## config.mk

```make
export PLATFORM = sky130hd
export DESIGN_NAME = tdct_timer
export DESIGN_NICKNAME = d
export VERILOG_FILES = /design/src/tdct_pkg.sv /design/src/tdct_timer.sv
export VERILOG_INCLUDE_DIRS = /design/src
export SDC_FILE = /design/constraint.sdc
export NUM_CORES = 1
export LEC_CHECK = 0
export BUFFER_PORTS_ARGS = -buffer_cell sky130_fd_sc_hd__buf_2
export CORE_ASPECT_RATIO = 0.9
export CORE_UTILIZATION = 45
export DETAILED_ROUTE_END_ITERATION = 8
export GPL_ROUTABILITY_DRIVEN = 1
export GPL_TIMING_DRIVEN = 0
export PLACE_DENSITY = 0.69
export REMOVE_ABC_BUFFERS = 1
export SLEW_MARGIN = 30
export SYNTH_ARGS = -nofsm -noshare
export SYNTH_HDL_FRONTEND = slang
export SYNTH_SLANG_ARGS = --single-unit
```

## constraint.sdc

```tcl
create_clock -name clk -period 2.9 [get_ports clk]
set_clock_uncertainty 0.1 [all_clocks]
set_input_delay 0.435 -clock clk [delete_from_list [all_inputs] [get_ports clk]]
set_output_delay 0.435 -clock clk [all_outputs]
set_load 0.01 [all_outputs]
```

## src/tdct_params.svh

```systemverilog
// Constants for the triple down-count timer: register indices, fields, resets.
// Assumes inclusion by bare name from the package and the timer module.
`ifndef TDCT_PARAMS_SVH
`define TDCT_PARAMS_SVH

// Register indices; the byte address is four times the index
`define TDCT_IDX_T0_CFG   8'hb0
`define TDCT_IDX_T0_HIGH  8'hb1
`define TDCT_IDX_T0_LOW   8'hb2
`define TDCT_IDX_T1_CFG   8'hb3
`define TDCT_IDX_T1_HIGH  8'hb4
`define TDCT_IDX_T1_LOW   8'hb5
`define TDCT_IDX_T2_CFG   8'hb6
`define TDCT_IDX_T2_HIGH  8'hb7
`define TDCT_IDX_T2_LOW   8'hb8
`define TDCT_IDX_LAST     8'hb8

// Configuration fields
`define TDCT_BIT_START    0
`define TDCT_BIT_ONESHOT  1
`define TDCT_BIT_CLOCK_SOURCE_SELECT   2
`define TDCT_CFG_W        3

// Reset values
`define TDCT_CFG_RST      3'h0
`define TDCT_DATA_RST     8'h00
`define TDCT_CNT_RST      16'h0000

`endif

```

## src/tdct_pkg.sv

```systemverilog
// Types shared by the triple down-count timer.
// Assumes tdct_params.svh sits in the same folder.
`default_nettype none
`include "tdct_params.svh"

package tdct_pkg;
	// Register kind within one timer's group of three
	typedef enum logic [1:0] {
		TDCT_KIND_CFG  = 2'b00,
		TDCT_KIND_HIGH = 2'b01,
		TDCT_KIND_LOW  = 2'b10
	} tdct_kind_e;

	// Bus slave phase
	typedef enum logic [0:0] {
		TDCT_BUS_IDLE = 1'b0,
		TDCT_BUS_RDWT = 1'b1
	} tdct_bus_e;

	typedef logic [15:0] tdct_cnt_t;
	typedef logic [`TDCT_CFG_W-1:0] tdct_cfg_t;
endpackage

`default_nettype wire

```

## src/tdct_timer.sv

```systemverilog
// Three 16-bit down-count timers behind an AHB-Lite slave.
// Assumes count ticks arrive as one-cycle strobes synchronous to clk.
//
// Design decision made here: the AHB-Lite interface to the registers.
`default_nettype none
`include "tdct_params.svh"

////////////////////////////////////////////////////////////////////////////////
module tdct_timer
	import tdct_pkg::*;
(
	// Clock and reset
	input  wire logic        clk,
	input  wire logic        rstn,
	// AHB-Lite slave
	input  wire logic        hsel,
	input  wire logic [31:0] haddr,
	input  wire logic [1:0]  htrans,
	input  wire logic        hwrite,
	input  wire logic [2:0]  hsize,
	input  wire logic [31:0] hwdata,
	input  wire logic        hready,
	output logic      [31:0] hrdata,
	output logic             hreadyout,
	output logic             hresp,
	// Count tick strobes
	input  wire logic        tick_32k,
	input  wire logic        prescaled_main_oscillator_clock,
	// Sensing and sleep control
	input  wire logic        capacitive_sense_mode,
	input  wire logic        sleep_wake_mode,
	// Timer outputs
	output logic             terminal_count_pulse,
	output logic             sense_start_strobe
);

	////////////////////////////////////////////////////////////////////////
	// Decode a byte address into {valid, timer, kind}
	function automatic logic [4:0] reg_decode(input logic [31:0] addr);
		logic [7:0] off;
		off = addr[9:2] - `TDCT_IDX_T0_CFG;
		reg_decode = 5'h00;
		if (addr[31:10] == 22'h000000 && addr[1:0] == 2'h0
		    && addr[9:2] >= `TDCT_IDX_T0_CFG && addr[9:2] <= `TDCT_IDX_LAST) begin
			case (off)
				8'h00, 8'h01, 8'h02: reg_decode = {3'b100, off[1:0]};
				8'h03, 8'h04, 8'h05: reg_decode = {3'b101, 2'(off - 8'h03)};
				default:             reg_decode = {3'b110, 2'(off - 8'h06)};
			endcase
		end
	endfunction

	////////////////////////////////////////////////////////////////////////
	// Bus state
	tdct_bus_e   bus_q, bus_d;
	logic [4:0]  sel_q, sel_d;
	logic        wr_q, wr_d;
	logic [31:0] rdata_q, rdata_d;
	logic        accept;

	// Timer state
	tdct_cfg_t   cfg_q [3];
	tdct_cfg_t   cfg_d [3];
	logic [7:0]  hi_q [3];
	logic [7:0]  hi_d [3];
	logic [7:0]  lo_q [3];
	logic [7:0]  lo_d [3];
	tdct_cnt_t   cnt_q [3];
	tdct_cnt_t   cnt_d [3];
	logic [2:0]  hold_q, hold_d;
	logic [2:0]  tick, run, wrap, wr_hit;
	logic        tc_q, tc_d;
	logic        strobe_q, strobe_d;

	////////////////////////////////////////////////////////////////////////
	// Bus next state: reads take one wait state, writes none
	always_comb begin
		accept  = hsel & htrans[1] & hready;
		bus_d   = TDCT_BUS_IDLE;
		sel_d   = sel_q;
		wr_d    = 1'b0;
		rdata_d = rdata_q;
		case (bus_q)
			TDCT_BUS_RDWT: begin
				rdata_d = 32'h00000000;
				if (sel_q[4]) begin
					case (sel_q[1:0])
						TDCT_KIND_CFG:  rdata_d = {29'h0, cfg_q[sel_q[3:2]]};
						TDCT_KIND_HIGH: rdata_d = {24'h0, hi_q[sel_q[3:2]]};
						default:        rdata_d = {24'h0, lo_q[sel_q[3:2]]};
					endcase
				end
			end
			default: begin
				if (accept) begin
					sel_d = reg_decode(haddr);
					wr_d  = hwrite;
					if (!hwrite)
						bus_d = TDCT_BUS_RDWT;
				end
			end
		endcase
	end

	// Bus registers
	always_ff @(posedge clk or negedge rstn) begin
		if (!rstn) begin
			bus_q   <= TDCT_BUS_IDLE;
			sel_q   <= 5'h00;
			wr_q    <= 1'b0;
			rdata_q <= 32'h00000000;
		end else begin
			bus_q   <= bus_d;
			sel_q   <= sel_d;
			wr_q    <= wr_d;
			rdata_q <= rdata_d;
		end
	end

	// Bus answers; unmapped reads give zero, always OKAY
	assign hreadyout = (bus_q == TDCT_BUS_IDLE);
	assign hresp     = 1'b0;
	assign hrdata    = rdata_q;

	////////////////////////////////////////////////////////////////////////
	// One down counter per timer
	generate
		for (genvar i = 0; i < 3; i++) begin : g_tmr
			// Tick select and write hit
			always_comb begin
				if (i == 1 && capacitive_sense_mode)
					tick[i] = prescaled_main_oscillator_clock;
				else if (cfg_q[i][`TDCT_BIT_CLOCK_SOURCE_SELECT])
					tick[i] = 1'b1;
				else
					tick[i] = tick_32k;
				run[i]    = cfg_q[i][`TDCT_BIT_START] & ~hold_q[i];
				wrap[i]   = run[i] & tick[i] & (cnt_q[i] == 16'h0000);
				wr_hit[i] = wr_q & sel_q[4] & (sel_q[3:2] == 2'(i));
			end

			// Counter next state
			always_comb begin
				cfg_d[i]  = cfg_q[i];
				hi_d[i]   = hi_q[i];
				lo_d[i]   = lo_q[i];
				cnt_d[i]  = cnt_q[i];
				hold_d[i] = hold_q[i];
				if (wrap[i]) begin
					if (!cfg_q[i][`TDCT_BIT_ONESHOT])
						cnt_d[i] = {hi_q[i], lo_q[i]};
					else if (i == 0 && sleep_wake_mode)
						hold_d[i] = 1'b1;
					else
						cfg_d[i][`TDCT_BIT_START] = 1'b0;
				end else if (run[i] && tick[i]) begin
					cnt_d[i] = cnt_q[i] - 16'h0001;
				end
				// Software write wins over the hardware clear
				if (wr_hit[i]) begin
					case (sel_q[1:0])
						TDCT_KIND_CFG: begin
							cfg_d[i]  = hwdata[`TDCT_CFG_W-1:0];
							hold_d[i] = 1'b0;
							if (hwdata[`TDCT_BIT_START])
								cnt_d[i] = {hi_q[i], lo_q[i]};
						end
						TDCT_KIND_HIGH: hi_d[i] = hwdata[7:0];
						default:        lo_d[i] = hwdata[7:0];
					endcase
				end
			end

			// Counter registers
			always_ff @(posedge clk or negedge rstn) begin
				if (!rstn) begin
					cfg_q[i]  <= `TDCT_CFG_RST;
					hi_q[i]   <= `TDCT_DATA_RST;
					lo_q[i]   <= `TDCT_DATA_RST;
					cnt_q[i]  <= `TDCT_CNT_RST;
					hold_q[i] <= 1'b0;
				end else begin
					cfg_q[i]  <= cfg_d[i];
					hi_q[i]   <= hi_d[i];
					lo_q[i]   <= lo_d[i];
					cnt_q[i]  <= cnt_d[i];
					hold_q[i] <= hold_d[i];
				end
			end
		end
	endgenerate

	////////////////////////////////////////////////////////////////////////
	// Terminal count of timer zero and the sensing strobe
	always_comb begin
		tc_d     = cfg_d[0][`TDCT_BIT_START] & ~hold_d[0]
		           & (cnt_d[0] == 16'h0000);
		strobe_d = wrap[1] & capacitive_sense_mode;
	end

	// Output registers
	always_ff @(posedge clk or negedge rstn) begin
		if (!rstn) begin
			tc_q     <= 1'b0;
			strobe_q <= 1'b0;
		end else begin
			tc_q     <= tc_d;
			strobe_q <= strobe_d;
		end
	end

	assign terminal_count_pulse = tc_q;
	assign sense_start_strobe   = strobe_q;
endmodule

`default_nettype wire

```

---- Word level (Yosys, flattened, before mapping) ----
Cells that the tools add are included.
storage, ports and cells
  output and inout port bits .............. 36
  flip-flop bits (word level) ............. 147
cells by class
  reduce and logical (&&, ||, !) cells .... 28
  eq/ne operators ......................... 8
  muxes and demuxes ....................... 58
  $lt $le $gt $ge ......................... 3
  add/sub/neg operators ................... 6
  bitwise operators ....................... 21
operators by type and width
  cell                     count
  $mux W16                 18
  $logic_not A16 Y1        4
  $sub A16 B1 Y16 const B  3
  $bmux W8 S2              2
  $mux W32                 1
  $mux W8                  4
  $mux W1                  27
  $logic_not A22 Y1        1
  $reduce_and A2 Y1        10
  $and A1 B1 Y1            16
  $eq A8 B2 Y1 const B     2
  $eq A8 B3 Y1 const B     2
  $pmux W8 S2              1
  $eq A8 B1 Y1 const B     1
  $ge A8 B8 Y1 const B     1
  $le A8 B8 Y1 const B     1
  $logic_not A8 Y1         1
  $pmux W4 S2              1
  $sub A8 B8 Y8 const B    1
  $bmux W3 S2              1
  $logic_and A1 B1 Y1      6
  $logic_not A2 Y1         3
  $mux W3                  2
  $reduce_or A3 Y1         2
  other kinds (8)          13

---- Longest topological paths before layout ----
  depth after elaboration ................. 10
  depth in mapped cells ................... 10

---- Worst setup path before layout ----
OpenSTA, ideal clock, no wires.
  kind .................................... register to register
  start point ............................. register cnt_q[39] (netlist bit)
  end point ............................... register tc_q, in the netlist terminal_count_pulse
  data required time ...................... 2.704 ns
  path buffers ............................ 1
  data arrival time ....................... 2.921 ns
  stages on the path, launching flop included .. 9
  library setup time ...................... 0.096 ns
  clock period less this slack ............ 3.117 ns
  setup slack ............................. -0.217 ns
  path through ............................ dfrtp_1 -> or4_4 -> or4_4 -> buf_6 -> nor3_4 -> a211oi_1 -> o22a_1 -> or4b_4 -> nor4_2
RTL lines
  what                              line               source
  start: declaration                tdct_timer.sv:68   tdct_cnt_t cnt_q [3];
  start signal: indexed assignment  tdct_timer.sv:180  cnt_q[i] <= `TDCT_CNT_RST;
  start signal: indexed assignment  tdct_timer.sv:186  cnt_q[i] <= cnt_d[i];
  end signal: assignment            tdct_timer.sv:207  tc_q <= tc_d;
  end: declaration                  tdct_timer.sv:72   logic tc_q, tc_d;

==> reports/summary.txt <==
DR vias - 5769
syn avg cell area - 9.87 um^2
HP Start - hwrite
DIE HEIGHT - 119 um
Final Cell Area - 0.00805 mm^2
final worst-path cycle share - 109%
worst setup margin - -256 ps
Worst Max-Slew Pin Slew - 883 ps
Async S/R FF share, synth - 100%
Layout Nets - 843
crit-path cells - or4_4 > or4_4 > nor3_4 > buf_6 > a211oi_1 > o22a_1 > or4b_4 > nor4_4
Power Internal - 3.60 mW
Initial Util - 46.2%
CP startpoint - cnt_q[38]
Yosys cell types - 65
mean routed wirelength per cell - 18.8 um
Core Rows - 42
Via density - 5.95
antenna violations before repair - 0
# clock sinks - 123
Core ar. - 0.0147 mm^2
area of the multi-input gates - 0.00361 mm^2
CP bufs+invs - 1
Die ar. - 0.0156 mm^2
Final Slew Violations - 0
kind of critical path - flop to flop
part of the power in registers - 42.2%
DRT iter0 DRCs - 389
CP arrival - 3390 ps
largest net degree at the start of global routing - 88
grt ovf - 0
CP peak stage delay - 580 ps
Root Buffer - clkbuf_16
CP max stage cell - or4_4
Post-Route WL - 18.2 mm
Placed Area - 0.00720 mm^2
I/O pin cnt - 114
vias in the first global route - 5527
synth-to-layout area growth - 18.5%
MaxCap Viol Count - 0
synthesized area - 0.00679 mm^2
register area - 0.00308 mm^2
most used cell, CP - or4_4
share of cells above drive strength 1 - 26.5%
Worst Hold Class - input pin to flop
clk slew on worst S/H paths - 60 ps
CTS H-tree depth - 4
die width - 132 um
Synth Register Bits - 123
most frequent cells in the layout - dfrtp_1 (120), nand2_1 (61), buf_2 (59)
# diodes - 0
Fmax achieved - 317 MHz
final-report setup violation count - 1
post-layout power - 5.12 mW
clk_lat worst skew - 430 ps
Sw Share - 29.8%
violated checks - setup timing
WP data required - 3130 ps
delay-heaviest family, CP - simple AND/OR/NAND/NOR gates
CP startpoint kind - flop
Residual DRC - 0
Port Buffers - 60
Cells after Synth - 688
fill count - 1272
net switching power - 1.52 mW
CP Max Fanout - 6
YS warnings - 0
leakage - 3.48 nW
gpl congestion - 0.909
gr usage total - 24.4%
final hold vios - 0
number of synthesized flops with an enable pin - 0
cts bufs inserted - 17
min Tclk post-route - 3160 ps
Pwr Density - 637 mW/mm^2
sequential fraction of the synthesis area - 45.3%
first-pass GRT wire length - 29.2 mm
clk buf depth - 2
ys flop type - dfrtp_1
DR pass1 iterations - 5
combinational share of power - 16.0%
status - finished, violations left
slew margin rel. - 41.0%
CTS tree - done
RSZ-0062 raised after global routing - true
most common cell after layout, fill and taps aside - dfrtp_1
FF-to-FF Start - cnt_q[38]
final antenna-violating net count - 0
clock power share - 41.8%
VDD IR-drop max - 0.431 mV
CP endpoint kind - flop
DP Wirelength - 12.9 mm
-- final timing paths --
| check | to | slack, ps | cells past startpoint |
|---|---|---|---|
| max in group asynchronous | sel_q[3] | 1580 | 3 |
| worst min-delay path | bus_q | 60 | 2 |
| worst max-delay path | terminal_count_pulse | -260 | 8 |
| worst max register to register | terminal_count_pulse | -260 | 8 |
| min in group asynchronous | cnt_q[10] | 380 | 2 |
| worst min register to register | hrdata[4] | 390 | 1 |
-- routing by layer --
layer	global-route usage, %	vias to the layer above	part of all wire (%)
li1	-	2655	-
met1	33.3	2816	45
met2	38.0	262	46
met3	6.13	36	6.9
met4	7.41	0	1.8
met5	0	-	0
-- Yosys cell counts (7+ instances only) --
master | number | area, um^2
xnor2_1 | 7 | 61.3
a211oi_1 | 15 | 113
or3_1 | 18 | 113
o2bb2ai_1 | 9 | 78.8
mux2i_1 | 22 | 220
nand2b_1 | 10 | 62.6
nand3_1 | 15 | 75.1
mux2_2 | 51 | 574
nand2_1 | 61 | 229
a22o_1 | 8 | 70.1
nor2_1 | 55 | 206
nor4_1 | 14 | 87.6
inv_1 | 15 | 56.3
clkbuf_1 | 19 | 71.3
a21oi_1 | 34 | 170
or4_1 | 11 | 82.6
ha_1 | 7 | 87.6
a22oi_1 | 7 | 52.6
nor3_1 | 16 | 80.1
dfrtp_1 | 123 | 3080
o21ai_0 | 43 | 215
buf_4 | 25 | 188
-- registers in the layout, summed over array words and instances, names as in the netlist --
name / flops
sense_start_strobe: 1
lo_q: 24
hi_q: 24
hrdata: 8
sel_q: 5
terminal_count_pulse: 1
cfg_q: 9
wr_q: 1
bus_q: 1
hold_q: 1
cnt_q: 48
-- what timing repair did --
action / CTS / global route
endpoints found under the setup margin: 25 / 16
hold buffers: 1 / 0
gates resized for setup: 21 / 13
pin swaps: 6 / 3
endpoints found under the hold margin: 36 / 0
setup buffers: 13 / 0
-- kinds of logic (layout without fill, tap and decap cells) --
kind of cell / count (synthesis) / count (layout) / share of synthesized area, %
simple gates: 247 / 247 / 19.4
compound gates: 162 / 162 / 15.8
flops: 123 / 123 / 45.3
mux: 73 / 73 / 11.7
buf+inv: 64 / 123 / 5.05
xor+xnor: 11 / 11 / 1.42
fa+ha+maj: 7 / 7 / 1.29
other cells: 1 / 25 / 0.0552
-- power by group through the flow --
stage               Combinational, mW  Sequential (mW)  Clock (mW)
finish                          0.820             2.16        2.14
global route                    0.915             2.19        2.24
CTS                             0.807             2.15        2.15
detailed placement              0.778             2.18           0
global placement                0.734             2.17           0
floorplan                       0.574             2.12           0
-- through the flow --
stage	utilization (%)	std cells	TNS, ps	setup WS [ps]	hold WS [ps]
floorplan	-	664	-215	-192	39.4
global placement	48.6	922	-53240	-1200	368
detailed placement	48.9	923	-7340	-821	230
CTS	54.3	969	-279	-279	52.7
global route	54.7	969	-303	-300	61.6
finish	54.7	969	-256	-256	57.9
-- layout make-up --
class | count | area share, %
inverter | 16 | 0.746
clock inverter | 15 | 2.02
sequential | 123 | 38.3
timing repair buffer | 75 | 5.63
multi-input combinational | 525 | 44.9
tap | 198 | 3.08
clock buffer | 17 | 5.29
(Power assumes the default switching activity.)
